File: config.mk
export PLATFORM = sky130hd
export DESIGN_NAME = tsf_top
export DESIGN_NICKNAME = d
export VERILOG_FILES = /design/src/shared/tsf_pkg.sv /design/src/shared/tsf_grp_if.sv /design/src/rtl/tsf_cond_map.sv /design/src/rtl/tsf_edge_filter.sv /design/src/rtl/tsf_top.sv
export SDC_FILE = /design/constraint.sdc
export NUM_CORES = 1
export LEC_CHECK = 0
export ABC_AREA = 1
export BUFFER_PORTS_ARGS = -buffer_cell sky130_fd_sc_hd__buf_2
export CAP_MARGIN = 15
export CORE_MARGIN = 2
export CORE_UTILIZATION = 30
export CTS_CLUSTER_DIAMETER = 150
export DETAILED_ROUTE_END_ITERATION = 8
export PLACE_DENSITY = 0.47
export SYNTH_ARGS = -nofsm -noshare
export SYNTH_HDL_FRONTEND = slang
export SYNTH_SLANG_ARGS = --single-unit
export TNS_END_PERCENT = 50
File: constraint.sdc
create_clock -name CLK -period 1.98 [get_ports CLK]
set_clock_uncertainty 0.1 [all_clocks]
set_input_delay 0.198 -clock CLK [delete_from_list [all_inputs] [get_ports CLK]]
set_output_delay 0.198 -clock CLK [all_outputs]
set_load 0.01 [all_outputs]
File: src/shared/tsf_pkg.sv
// Notes on behaviour
// - invalid volts reading drives questionable condition bit 0.
// - invalid amps reading drives questionable condition bit 1.
// - invalid external temperature reading drives questionable condition bit 4.
// - invalid relative humidity reading drives questionable condition bit 9.
// - invalid ohms reading drives questionable condition bit 10.
// - invalid coulombs reading drives questionable condition bit 11.
// - aborted sequence test drives questionable condition bit 12.
// - questionable filters also hold command caution bit 14 and adjust summary bit 8.
// - start of calibration drives operation condition bit 0.
// - waiting in trigger layer drives operation condition bit 5.
// - waiting in an arm layer drives operation condition bit 6.
// - reading calculation in progress drives operation condition bit 9.
// - entering trigger model idle drives operation condition bit 10.
// - running sequence test drives operation condition bit 11.
// - trigger register uses only bit 1, first_layer_wait, set while in trigger layer.
// - arm register uses only bit 1, set while in an arm layer.
// - sequence bit 1, first_gate_level, follows arm layer one.
// - sequence bit 2, second_gate_level, follows arm layer two; other bits unused.
// - rise_filter bit one enables event on rising condition; zero disables it.
// - fall_filter bit one enables event on falling condition; zero disables it.
// - enabled falling edge of a condition bit sets its event bit.
package tsf_pkg;
  localparam int NGRP = 5;
  localparam int DW = 16;
  localparam int SW = 4;
  localparam int GW = 3;
  localparam logic [GW-1:0] G_QUES = 3'h0;
  localparam logic [GW-1:0] G_OPER = 3'h1;
  localparam logic [GW-1:0] G_TRIG = 3'h2;
  localparam logic [GW-1:0] G_ARM = 3'h3;
  localparam logic [GW-1:0] G_SEQ = 3'h4;
  localparam int QB_VOLT = 0;
  localparam int QB_AMP = 1;
  localparam int QB_TEMP = 4;
  localparam int QB_ADJ = 8;
  localparam int QB_HUM = 9;
  localparam int QB_OHM = 10;
  localparam int QB_COUL = 11;
  localparam int QB_SEQ = 12;
  localparam int QB_CAUT = 14;
  localparam int OB_CAL = 0;
  localparam int OB_TRIG = 5;
  localparam int OB_ARM = 6;
  localparam int OB_CALC = 9;
  localparam int OB_IDLE = 10;
  localparam int OB_SEQ = 11;
  localparam int TB_WAIT = 1;
  localparam int AB_WAIT = 1;
  localparam int SB_GATE1 = 1;
  localparam int SB_GATE2 = 2;
  localparam logic [NGRP-1:0][DW-1:0] USED_MASK = {16'h0006, 16'h0002, 16'h0002, 16'h0e61, 16'h5f13};
  localparam logic [DW-1:0] RISE_RST = 16'hffff;
  localparam logic [DW-1:0] FALL_RST = 16'h0000;
  localparam logic [SW-1:0] SEL_NREG = 4'ha;
  localparam int SEL_FALL_BIT = 0;
endpackage : tsf_pkg

File: src/shared/tsf_grp_if.sv
`timescale 1ns/1ps
interface tsf_grp_if;
  import tsf_pkg::*;
  logic [DW-1:0] cond;
  logic [DW-1:0] wdata;
  logic wr_rise;
  logic wr_fall;
  logic clr;
  logic [DW-1:0] rise;
  logic [DW-1:0] fall;
  logic [DW-1:0] evt;
  modport filt (input cond, input wdata, input wr_rise, input wr_fall, input clr,
                output rise, output fall, output evt);
  modport ctrl (output cond, output wdata, output wr_rise, output wr_fall, output clr,
                input rise, input fall, input evt);
endinterface : tsf_grp_if

File: src/rtl/tsf_cond_map.sv
`timescale 1ns/1ps
module tsf_cond_map import tsf_pkg::*; (
  input wire logic inv_volts,
  input wire logic inv_amps,
  input wire logic inv_temp,
  input wire logic inv_hum,
  input wire logic inv_ohms,
  input wire logic inv_coul,
  input wire logic seq_abort,
  input wire logic caution,
  input wire logic adj_sum,
  input wire logic cal_start,
  input wire logic trig_wait,
  input wire logic arm_wait,
  input wire logic calc_busy,
  input wire logic idle_in,
  input wire logic seq_run,
  input wire logic layer_one,
  input wire logic layer_two,
  output logic [NGRP-1:0][DW-1:0] cond
);
  always_comb begin
    cond = '0;
    cond[G_QUES][QB_VOLT] = inv_volts;
    cond[G_QUES][QB_AMP] = inv_amps;
    cond[G_QUES][QB_TEMP] = inv_temp;
    cond[G_QUES][QB_HUM] = inv_hum;
    cond[G_QUES][QB_OHM] = inv_ohms;
    cond[G_QUES][QB_COUL] = inv_coul;
    cond[G_QUES][QB_SEQ] = seq_abort;
    cond[G_QUES][QB_CAUT] = caution;
    cond[G_QUES][QB_ADJ] = adj_sum;
    cond[G_OPER][OB_CAL] = cal_start;
    cond[G_OPER][OB_TRIG] = trig_wait;
    cond[G_OPER][OB_ARM] = arm_wait;
    cond[G_OPER][OB_CALC] = calc_busy;
    cond[G_OPER][OB_IDLE] = idle_in;
    cond[G_OPER][OB_SEQ] = seq_run;
    cond[G_TRIG][TB_WAIT] = trig_wait;
    cond[G_ARM][AB_WAIT] = arm_wait;
    cond[G_SEQ][SB_GATE1] = layer_one;
    cond[G_SEQ][SB_GATE2] = layer_two;
  end
endmodule : tsf_cond_map

File: src/rtl/tsf_edge_filter.sv
`timescale 1ns/1ps
module tsf_edge_filter import tsf_pkg::*; #(
  parameter logic [DW-1:0] MASK = '1
) (
  input wire logic clk,
  input wire logic rst,
  tsf_grp_if.filt g
);
  typedef struct packed {
    logic [DW-1:0] prev;
    logic [DW-1:0] rise;
    logic [DW-1:0] fall;
    logic [DW-1:0] evt;
  } tsf_flt_t;
  tsf_flt_t s_q;
  tsf_flt_t s_d;
  logic [DW-1:0] cur;
  logic [DW-1:0] rise_hit;
  logic [DW-1:0] fall_hit;

  always_comb begin
    cur = g.cond & MASK;
    rise_hit = s_q.rise & cur & ~s_q.prev;
    fall_hit = s_q.fall & ~cur & s_q.prev;
    s_d = s_q;
    s_d.prev = cur;
    if (g.wr_rise) begin
      s_d.rise = g.wdata & MASK;
    end
    if (g.wr_fall) begin
      s_d.fall = g.wdata & MASK;
    end
    s_d.evt = (s_q.evt & ~{DW{g.clr}}) | rise_hit | fall_hit;
    // prev loads the live level so a condition already high at reset is no edge
    if (rst) begin
      s_d.rise = RISE_RST & MASK;
      s_d.fall = FALL_RST & MASK;
      s_d.evt = '0;
    end
  end

  always_ff @(posedge clk) begin
    s_q <= s_d;
  end

  assign g.rise = s_q.rise;
  assign g.fall = s_q.fall;
  assign g.evt = s_q.evt;

  chk_rise_sets_evt: assert property (@(posedge clk) disable iff (rst)
    (rise_hit != '0) |=> ((g.evt & $past(rise_hit)) == $past(rise_hit)))
    else $error("enabled rising edge did not set event");
  chk_fall_sets_evt: assert property (@(posedge clk) disable iff (rst)
    (fall_hit != '0) |=> ((g.evt & $past(fall_hit)) == $past(fall_hit)))
    else $error("enabled falling edge did not set event");
  chk_evt_holds: assert property (@(posedge clk) disable iff (rst)
    !g.clr |=> ((g.evt & $past(g.evt)) == $past(g.evt)))
    else $error("event bit dropped without clear");
  chk_unused_zero: assert property (@(posedge clk) disable iff (rst)
    ((g.rise | g.fall | g.evt) & ~MASK) == '0)
    else $error("unused filter or event bit is set");
endmodule : tsf_edge_filter

File: src/rtl/tsf_top.sv
`timescale 1ns/1ps
module tsf_top import tsf_pkg::*; (
  input wire logic CLK,
  input wire logic RESET,
  input wire logic INVALID_VOLTS,
  input wire logic INVALID_AMPS,
  input wire logic INVALID_TEMP,
  input wire logic INVALID_HUMIDITY,
  input wire logic INVALID_OHMS,
  input wire logic INVALID_COULOMBS,
  input wire logic SEQ_TEST_ABORTED,
  input wire logic COMMAND_CAUTION,
  input wire logic ADJUST_PROC_SUMMARY,
  input wire logic CAL_START,
  input wire logic TRIG_LAYER_WAIT,
  input wire logic ARM_LAYER_WAIT,
  input wire logic READING_COMPUTE_BUSY,
  input wire logic IDLE_ENTERED,
  input wire logic SEQ_TEST_RUNNING,
  input wire logic ARM_LAYER_ONE,
  input wire logic ARM_LAYER_TWO,
  input wire logic CMD_WR,
  input wire logic [SW-1:0] CMD_SEL,
  input wire logic [DW-1:0] CMD_DATA,
  input wire logic [SW-1:0] QRY_SEL,
  output logic [DW-1:0] QRY_DATA,
  input wire logic EVT_RD,
  input wire logic [GW-1:0] EVT_SEL,
  output logic [DW-1:0] EVT_DATA,
  input wire logic EVT_CLR_ALL,
  output logic [NGRP-1:0] EVT_PENDING,
  output logic SEL_ERROR
);
  typedef struct packed {
    logic [DW-1:0] qry;
    logic [DW-1:0] evt_rd;
    logic sel_err;
  } tsf_top_t;
  tsf_top_t s_q;
  tsf_top_t s_d;

  logic [NGRP-1:0][DW-1:0] cond_all;
  logic [NGRP-1:0][DW-1:0] rise_all;
  logic [NGRP-1:0][DW-1:0] fall_all;
  logic [NGRP-1:0][DW-1:0] evt_all;
  logic [DW-1:0] evt_sel_now;
  logic evt_sel_ok;

  // the command and query ports share one select map; out-of-range codes write nothing, raise SEL_ERROR on a write and read back zero
  function automatic logic sel_ok(input logic [SW-1:0] s);
    return s < SEL_NREG;
  endfunction : sel_ok

  function automatic logic [GW-1:0] sel_grp(input logic [SW-1:0] s);
    return s[SW-1:1];
  endfunction : sel_grp

  tsf_cond_map u_map (
    .inv_volts(INVALID_VOLTS),
    .inv_amps(INVALID_AMPS),
    .inv_temp(INVALID_TEMP),
    .inv_hum(INVALID_HUMIDITY),
    .inv_ohms(INVALID_OHMS),
    .inv_coul(INVALID_COULOMBS),
    .seq_abort(SEQ_TEST_ABORTED),
    .caution(COMMAND_CAUTION),
    .adj_sum(ADJUST_PROC_SUMMARY),
    .cal_start(CAL_START),
    .trig_wait(TRIG_LAYER_WAIT),
    .arm_wait(ARM_LAYER_WAIT),
    .calc_busy(READING_COMPUTE_BUSY),
    .idle_in(IDLE_ENTERED),
    .seq_run(SEQ_TEST_RUNNING),
    .layer_one(ARM_LAYER_ONE),
    .layer_two(ARM_LAYER_TWO),
    .cond(cond_all)
  );

  for (genvar gi = 0; gi < NGRP; gi++) begin : g_grp
    tsf_grp_if grp ();
    assign grp.cond = cond_all[gi];
    assign grp.wdata = CMD_DATA;
    assign grp.wr_rise = CMD_WR && sel_ok(CMD_SEL) && sel_grp(CMD_SEL) == GW'(gi) && !CMD_SEL[SEL_FALL_BIT];
    assign grp.wr_fall = CMD_WR && sel_ok(CMD_SEL) && sel_grp(CMD_SEL) == GW'(gi) && CMD_SEL[SEL_FALL_BIT];
    assign grp.clr = EVT_CLR_ALL || (EVT_RD && EVT_SEL == GW'(gi));
    assign rise_all[gi] = grp.rise;
    assign fall_all[gi] = grp.fall;
    assign evt_all[gi] = grp.evt;
    assign EVT_PENDING[gi] = |grp.evt;
    tsf_edge_filter #(
      .MASK(USED_MASK[gi])
    ) u_flt (
      .clk(CLK),
      .rst(RESET),
      .g(grp)
    );
  end

  always_comb begin
    evt_sel_ok = EVT_SEL < GW'(NGRP);
    evt_sel_now = evt_sel_ok ? evt_all[EVT_SEL] : '0;
    s_d = s_q;
    if (sel_ok(QRY_SEL)) begin
      s_d.qry = QRY_SEL[SEL_FALL_BIT] ? fall_all[sel_grp(QRY_SEL)] : rise_all[sel_grp(QRY_SEL)];
    end else begin
      s_d.qry = '0;
    end
    // snapshot taken before the clear lands; a set in the same cycle stays pending
    if (EVT_RD) begin
      s_d.evt_rd = evt_sel_now;
    end
    s_d.sel_err = (CMD_WR && !sel_ok(CMD_SEL)) || (EVT_RD && !evt_sel_ok);
    if (RESET) begin
      s_d = '0;
    end
  end

  always_ff @(posedge CLK) begin
    s_q <= s_d;
  end

  assign QRY_DATA = s_q.qry;
  assign EVT_DATA = s_q.evt_rd;
  assign SEL_ERROR = s_q.sel_err;

  chk_volt_rise: assert property (@(posedge CLK) disable iff (RESET)
    ($rose(INVALID_VOLTS) && rise_all[G_QUES][QB_VOLT]) |=> evt_all[G_QUES][QB_VOLT])
    else $error("volts invalid edge lost");
  chk_amp_rise: assert property (@(posedge CLK) disable iff (RESET)
    ($rose(INVALID_AMPS) && rise_all[G_QUES][QB_AMP]) |=> evt_all[G_QUES][QB_AMP])
    else $error("amps invalid edge lost");
  chk_temp_rise: assert property (@(posedge CLK) disable iff (RESET)
    ($rose(INVALID_TEMP) && rise_all[G_QUES][QB_TEMP]) |=> evt_all[G_QUES][QB_TEMP])
    else $error("temperature invalid edge lost");
  chk_hum_fall: assert property (@(posedge CLK) disable iff (RESET)
    ($fell(INVALID_HUMIDITY) && fall_all[G_QUES][QB_HUM]) |=> evt_all[G_QUES][QB_HUM])
    else $error("humidity valid-again edge lost");
  chk_ohm_rise: assert property (@(posedge CLK) disable iff (RESET)
    ($rose(INVALID_OHMS) && rise_all[G_QUES][QB_OHM]) |=> evt_all[G_QUES][QB_OHM])
    else $error("ohms invalid edge lost");
  chk_coul_rise: assert property (@(posedge CLK) disable iff (RESET)
    ($rose(INVALID_COULOMBS) && rise_all[G_QUES][QB_COUL]) |=> evt_all[G_QUES][QB_COUL])
    else $error("coulombs invalid edge lost");
  chk_abort_rise: assert property (@(posedge CLK) disable iff (RESET)
    ($rose(SEQ_TEST_ABORTED) && rise_all[G_QUES][QB_SEQ]) |=> evt_all[G_QUES][QB_SEQ])
    else $error("sequence abort edge lost");
  chk_caution_rise: assert property (@(posedge CLK) disable iff (RESET)
    ($rose(COMMAND_CAUTION) && rise_all[G_QUES][QB_CAUT]) |=> evt_all[G_QUES][QB_CAUT])
    else $error("command caution edge lost");
  chk_adjust_fall: assert property (@(posedge CLK) disable iff (RESET)
    ($fell(ADJUST_PROC_SUMMARY) && fall_all[G_QUES][QB_ADJ]) |=> evt_all[G_QUES][QB_ADJ])
    else $error("adjust summary fall edge lost");
  chk_cal_rise: assert property (@(posedge CLK) disable iff (RESET)
    ($rose(CAL_START) && rise_all[G_OPER][OB_CAL]) |=> evt_all[G_OPER][OB_CAL])
    else $error("calibration start edge lost");
  chk_trig_oper: assert property (@(posedge CLK) disable iff (RESET)
    ($rose(TRIG_LAYER_WAIT) && rise_all[G_OPER][OB_TRIG]) |=> evt_all[G_OPER][OB_TRIG])
    else $error("trigger layer edge lost in operation group");
  chk_arm_oper: assert property (@(posedge CLK) disable iff (RESET)
    ($rose(ARM_LAYER_WAIT) && rise_all[G_OPER][OB_ARM]) |=> evt_all[G_OPER][OB_ARM])
    else $error("arm layer edge lost in operation group");
  chk_calc_fall: assert property (@(posedge CLK) disable iff (RESET)
    ($fell(READING_COMPUTE_BUSY) && fall_all[G_OPER][OB_CALC]) |=> evt_all[G_OPER][OB_CALC])
    else $error("compute done edge lost");
  chk_idle_rise: assert property (@(posedge CLK) disable iff (RESET)
    ($rose(IDLE_ENTERED) && rise_all[G_OPER][OB_IDLE]) |=> evt_all[G_OPER][OB_IDLE])
    else $error("idle entry edge lost");
  chk_seqrun_rise: assert property (@(posedge CLK) disable iff (RESET)
    ($rose(SEQ_TEST_RUNNING) && rise_all[G_OPER][OB_SEQ]) |=> evt_all[G_OPER][OB_SEQ])
    else $error("sequence running edge lost");
  chk_trig_group: assert property (@(posedge CLK) disable iff (RESET)
    ($rose(TRIG_LAYER_WAIT) && rise_all[G_TRIG][TB_WAIT]) |=> evt_all[G_TRIG][TB_WAIT])
    else $error("first layer wait edge lost");
  chk_arm_group: assert property (@(posedge CLK) disable iff (RESET)
    ($fell(ARM_LAYER_WAIT) && fall_all[G_ARM][AB_WAIT]) |=> evt_all[G_ARM][AB_WAIT])
    else $error("arm layer leave edge lost");
  chk_gate1_rise: assert property (@(posedge CLK) disable iff (RESET)
    ($rose(ARM_LAYER_ONE) && rise_all[G_SEQ][SB_GATE1]) |=> evt_all[G_SEQ][SB_GATE1])
    else $error("first gate level edge lost");
  chk_gate2_rise: assert property (@(posedge CLK) disable iff (RESET)
    ($rose(ARM_LAYER_TWO) && rise_all[G_SEQ][SB_GATE2]) |=> evt_all[G_SEQ][SB_GATE2])
    else $error("second gate level edge lost");
  chk_rise_disabled: assert property (@(posedge CLK) disable iff (RESET)
    ($rose(IDLE_ENTERED) && !rise_all[G_OPER][OB_IDLE] && !evt_all[G_OPER][OB_IDLE])
    |=> !evt_all[G_OPER][OB_IDLE])
    else $error("disabled rise filter set an event");
  chk_fall_disabled: assert property (@(posedge CLK) disable iff (RESET)
    ($fell(INVALID_VOLTS) && !fall_all[G_QUES][QB_VOLT] && !evt_all[G_QUES][QB_VOLT])
    |=> !evt_all[G_QUES][QB_VOLT])
    else $error("disabled fall filter set an event");
  chk_write_rise: assert property (@(posedge CLK) disable iff (RESET)
    (CMD_WR && CMD_SEL == {G_QUES, 1'b0}) |=> rise_all[G_QUES] == ($past(CMD_DATA) & USED_MASK[G_QUES]))
    else $error("rise filter write not stored");
  chk_write_fall: assert property (@(posedge CLK) disable iff (RESET)
    (CMD_WR && CMD_SEL == {G_SEQ, 1'b1}) |=> fall_all[G_SEQ] == ($past(CMD_DATA) & USED_MASK[G_SEQ]))
    else $error("fall filter write not stored");
  chk_query_path: assert property (@(posedge CLK) disable iff (RESET)
    (QRY_SEL == {G_OPER, 1'b0} && !CMD_WR) |=> QRY_DATA == rise_all[G_OPER])
    else $error("query did not return the operation rise filter");
  chk_query_unmapped: assert property (@(posedge CLK) disable iff (RESET)
    !sel_ok(QRY_SEL) |=> QRY_DATA == '0)
    else $error("unmapped query returned data");
  chk_read_snap: assert property (@(posedge CLK) disable iff (RESET)
    (EVT_RD && EVT_SEL < GW'(NGRP)) |=> EVT_DATA == $past(evt_all[EVT_SEL]))
    else $error("event read did not return the snapshot");
  chk_read_clears: assert property (@(posedge CLK) disable iff (RESET)
    (EVT_RD && EVT_SEL == G_TRIG && !$rose(TRIG_LAYER_WAIT) && !$fell(TRIG_LAYER_WAIT))
    |=> evt_all[G_TRIG] == '0)
    else $error("event read left the trigger event set");
  chk_clear_all: assert property (@(posedge CLK) disable iff (RESET)
    (EVT_CLR_ALL && $stable(ARM_LAYER_ONE) && $stable(ARM_LAYER_TWO)) |=> evt_all[G_SEQ] == '0)
    else $error("clear all left a sequence event");
  chk_reset_state: assert property (@(posedge CLK)
    $past(RESET) |-> (rise_all[G_TRIG] == USED_MASK[G_TRIG] && fall_all[G_TRIG] == '0 && EVT_PENDING == '0))
    else $error("reset values wrong");
endmodule : tsf_top

* Word level (Yosys, flattened, before mapping)
Index checks and enable logic that the tools add are counted.
** Storage, ports and cells
- Bits in registers :: 170
- Bits of input ports :: 49
** Operators by class
- Multiplexer cells :: 8
- Bitwise gates (word level) :: 51
- Eq/ne operators :: 8
- Reductions and logical operators :: 40
- Order comparisons :: 5
** Operators by type and width (number)
- 16-bit bitwise AND :: 10
- 16-bit OR :: 10
- 16-bit binary-select mux with 3-bit select :: 3
- 16-bit 2-to-1 mux :: 5
- 16-bit inverter :: 5
- 16-bit OR reduction :: 5
- 2-bit inverter with 16-bit output :: 4
- 16-bit by 2-bit bitwise AND with 16-bit output :: 2
- 2-bit by 16-bit bitwise AND with 16-bit output :: 2
- 12-bit inverter with 16-bit output :: 2
- 15-bit inverter with 16-bit output :: 2
- 3-bit inverter with 16-bit output :: 2
- 1-bit logical AND :: 23
- 12-bit by 16-bit bitwise AND with 16-bit output :: 1
- 15-bit by 16-bit bitwise AND with 16-bit output :: 1
- 16-bit by 12-bit bitwise AND with 16-bit output :: 1
- 16-bit by 15-bit bitwise AND with 16-bit output :: 1
- 16-bit by 3-bit bitwise AND with 16-bit output :: 1
- 3-bit by 16-bit bitwise AND with 16-bit output :: 1
- 15-bit bitwise AND :: 1
- 12-bit bitwise AND :: 1
- 3-bit by 2-bit equality test with 1-bit output (second input constant) :: 4
- 3-bit by 4-bit less-than comparator with 1-bit output (second input constant) :: 2
- 4-bit less-than comparator (second input constant) :: 2
- other kinds (10) :: 21

* Logic depth before layout (Yosys ltp)
- Word-level depth :: 7
- Gate-level depth with buffers :: 9
- Gate-level depth less buffers :: 7

* Hierarchy
From an unflattened synthesis, not the netlist that was laid out.
** Second synthesis, totals
- Cells, all modules :: 1706
- Area, all modules :: 11055.6 µm²
** Modules (own cells, without submodules)
- tsf_top :: cells each 822, instances 1, area an instance 3945.0 µm², sequential area each 660.6 µm²
- tsf_edge_filter at g_grp[2].u_flt ... :: cells each 117, instances 2, area an instance 993.5 µm², sequential area each 380.4 µm²
- tsf_edge_filter at g_grp[0].u_flt :: cells each 242, instances 1, area an instance 1934.4 µm², sequential area each 860.8 µm²
- tsf_edge_filter at g_grp[1].u_flt :: cells each 194, instances 1, area an instance 1517.7 µm², sequential area each 680.7 µm²
- tsf_edge_filter at g_grp[4].u_flt :: cells each 133, instances 1, area an instance 1067.3 µm², sequential area each 440.4 µm²
- tsf_cond_map :: cells each 81, instances 1, area an instance 604.3 µm², sequential area each 0.0 µm²

* Worst setup path before layout
Ideal clock, no wire load.
- Path type :: input -> register
- Start point :: input port CMD_SEL[0]
- End point :: register g_grp[1].u_flt.s_q, in the netlist g_grp[1].u_flt.g.rise[10]
- Stages :: 6
- Buffers on the path :: 1
- Data required time :: 1.756 ns
- Data arrival time :: 0.913 ns
- Library setup time :: 0.124 ns
- Slack :: 0.844 ns
- Cell sequence :: buf_4 inv_1 nand3_1 clkinv_1 a21oi_1 o21ai_0
** On the way
- Cells in the longest elaborated chain, start to end :: 4
- Elaborated cells on any way between the ends :: 5
** RTL lines
- start: declaration :: line tsf_top.sv:23 : input wire logic [SW-1:0] CMD_SEL,
- 4-bit less-than comparator :: line tsf_top.sv:51 : return s < SEL_NREG;
- 1-bit logical AND (2 in series) :: line tsf_top.sv:83 : assign grp.wr_rise = CMD_WR && sel_ok(CMD_SEL) && sel_grp(CMD_SEL) == GW'(gi) && !CMD_SEL[SEL_FALL_BIT];
- 1-bit logical AND (*) :: line tsf_top.sv:83
- end signal: assignment :: line tsf_edge_filter.sv:43 : s_q <= s_d;
- end: declaration :: line tsf_edge_filter.sv:15 : tsf_flt_t s_q;
Mark *: on every way between the ends. The rest lies on a longest branch, timed or not.
A chain may end at the register's enable or synchronous reset.

* Final worst setup path
- Start point :: register g_grp[2].u_flt.s_q, in the netlist g_grp[2].u_flt.g.evt[1]
- End point :: output port EVT_PENDING[2]
** On the way
- Cells in the longest elaborated chain, start to end :: 1
** RTL lines
- start: declaration :: line tsf_edge_filter.sv:15
- start signal: assignment :: line tsf_edge_filter.sv:43
- 16-bit OR reduction :: line tsf_top.sv:89 : assign EVT_PENDING[gi] = |grp.evt;
- end: declaration :: line tsf_top.sv:31 : output logic [NGRP-1:0] EVT_PENDING,
Every way passes these cells.

==> metrics.yaml <==
slowest_stage: "dfxtp_1"
clock_sinks: 164
rsz0062_at_grt: "no"
clock_latency_ps: 430
critical_path_depth: 5
outcome: "finished, final reports clean"
yosys-top-cells-count: "236 x nand2_1, 164 x dfxtp_1, 128 x inv_1"
critPathTopFamily: "simple AND/OR/NAND/NOR gates"
place_hpwl_um: 13100
die_w_um: 155
vias: 5910
viasPerCell: 4.48
timing.final.crit_period_ps: 1780
nets: 1072
coreArea_mm2: 0.0226
cpPeakStageDelay_ps: 310
cp-start-kind: "flop"
synth.distinct_cells: 33
synth.area.top_cells: "dfxtp_1 48%, nand2_1 13%, o21ai_0 7.1%, inv_1 7.0%, a21oi_1 5.3%"
cts_tree: "built"
drtPass1Iterations: 6
wirelength_um: 18200
grt-ovfl-total: 0
final_antenna_net_count: 0
synth_edf_count: 0
yosys_warnings: 0
grt_max_degree: 83
grt_usage: 0.156
cp_max_fo: 2
maxCapViolations: 0
cts_resized: 0
htree_levels: 4
irDropWorstVdd_mv: 0.442
setup_tns_ps: 0
first_iter_violations: 413
fmax_mhz: 561
worstSetupEndpointType: "primary output"
worstRegToRegCells: 6
yosysTopAreaCellShare: 0.478
synth_top_area_cell: "dfxtp_1"
cts_buffers: 17
postSynthCellCount: 926
postSynth.asyncResetShare: 0
port_buffers: 78
critPathKind: "reg2out"
hold_buffers: 31
finalHoldViolations: 0
start_util: 0.304
synth.most_common_cell: "nand2_1"
area_growth_pct: 21.8
p_leak_nw: 3.59
path_cells: "inv_1, nand4_1, nor3_1, nand3_1, buf_2"
min_path_cells: 3
yosys_register_bits: 164
grt_pass1_wl_um: 29500
ys_seq_area_frac: 0.478
path_clk_slew_ps: 70
wl_per_cell_um: 13.8
period_share: 0.901
finalSetupViolCount: 0
drc: 0
hold_class: "in2reg"
rows: 55
worstPathRequired_ps: 1680
io_pins: 87
grt_pass1_vias: 5652
root_buffer: "clkbuf_16"
netlist_area_mm2: 0.00687
die_h_um: 155
power_density_mw_per_mm2: 895
final_max_slew_viol_count: 0
synth.avg_cell_area_um2: 7.42
drive_above_1_share: 0.151
antenna_found_initial: 0
worstPathArrival_ps: 1490
gp_congestion: 0.793
diodes: 0
die-area_mm2: 0.0241
cts_setup_buffers: 0
crit_buf_inv: 2
clockBufferDepth: 2
synthFlopType: "dfxtp_1"
fin_util: 0.371
==> flip-flops by register name, indices dropped and copies added (netlist names) <==
| register | cells |
|---|---|
| EVT_DATA | 16 |
| SEL_ERROR | 1 |
| g_grp.u_flt.g.fall | 19 |
| QRY_DATA | 12 |
| g_grp.u_flt.g.evt | 80 |
| g_grp.u_flt.g.rise | 19 |
| g_grp.u_flt.s_q | 17 |
==> final timing paths <==
| kind | startpoint | to | slack, ps |
|---|---|---|---|
| max | g_grp[2].u_flt.g.evt[1]$_SDFF_PP0_ | EVT_PENDING[2] | 200 |
| min | CMD_SEL[0] | g_grp[3].u_flt.g.fall[1]$_SDFFE_PP0P_ | 30 |
| max reg2reg | g_grp[2].u_flt.g.evt[0]$_SDFF_PP0_ | EVT_DATA[0]$_SDFFE_PP0P_ | 890 |
| min reg2reg | g_grp[1].u_flt.g.evt[1]$_SDFF_PP0_ | g_grp[1].u_flt.g.evt[1]$_SDFF_PP0_ | 360 |
==> placed cells by master, fill, tap and decap left out, types with 4 or more instances in the layout <==
cell type,count
clkinv_2,4
buf_4,10
a211oi_1,5
dlygate4sd3_1,31
inv_1,128
nor3_1,33
nand4_1,7
clkbuf_16,17
inv_2,6
o21ai_0,98
nand2_1,236
nor4_1,10
nor3_2,15
buf_2,77
nor2_1,36
bufinv_16,4
o21ai_1,5
nand3_1,37
conb_1,4
o211ai_1,9
dfxtp_1,164
a21oi_1,73
==> power by group <==
group | total [W] | leakage [nW] | internal [W] | switching (W)
Sequential | 0.00342 | 1.34 | 0.00337 | 0.0000444
Clock | 0.00351 | 0.302 | 0.00214 | 0.00137
Combinational | 0.000564 | 1.96 | 0.000201 | 0.000363
==> routing by layer <==
layer / track usage / vias up / routed length, um
met1: 0.208 / 2646 / 9220
li1: - / 3154 / -
met5: 0 / - / 0
met3: 0.0368 / 12 / 624
met4: 0.0389 / 0 / 153
met2: 0.253 / 98 / 8230
==> worst register-to-register path, stage by stage, from the launching register on <==
cell	delay [ps]
dfxtp_1	350
inv_1	70
o21ai_0	170
nand2_1	80
nand2_1	90
nand2_1	60
a21oi_1	110
==> logic make-up (layout without fill, tap and decap cells) <==
family	after synthesis	after routing	synth area share
simple gates	386	386	0.253
compound gates	194	194	0.150
buf+inv	181	287	0.118
flops	164	164	0.478
other cells	1	4	0.000546
==> area by class of cell <==
class / instances / area, um^2
fillers: 2442 / 14200
flip-flops and latches: 164 / 3280
multi-input cells: 584 / 2790
repair buffers: 120 / 811
inverters: 136 / 513
clock buffers: 18 / 439
well taps: 285 / 357
clock inverters: 13 / 181
==> stage by stage <==
step | hold WS, ps | total power (W) | instances | setup WS [ps] | area (um^2)
final | 33.8 | 0.00749 | 1320 | 196 | 8370
after global routing | 20.0 | 0.00782 | 1320 | 99.7 | 8370
after CTS | 22.0 | 0.00759 | 1320 | 167 | 8370
after detailed placement | 226 | 0.00401 | 1258 | 373 | 7440
after global placement | 224 | 0.00401 | 1258 | 392 | 7440
after floorplan | 126 | 0.00383 | 929 | 844 | 6880
Power figures use the tool's default switching activity.
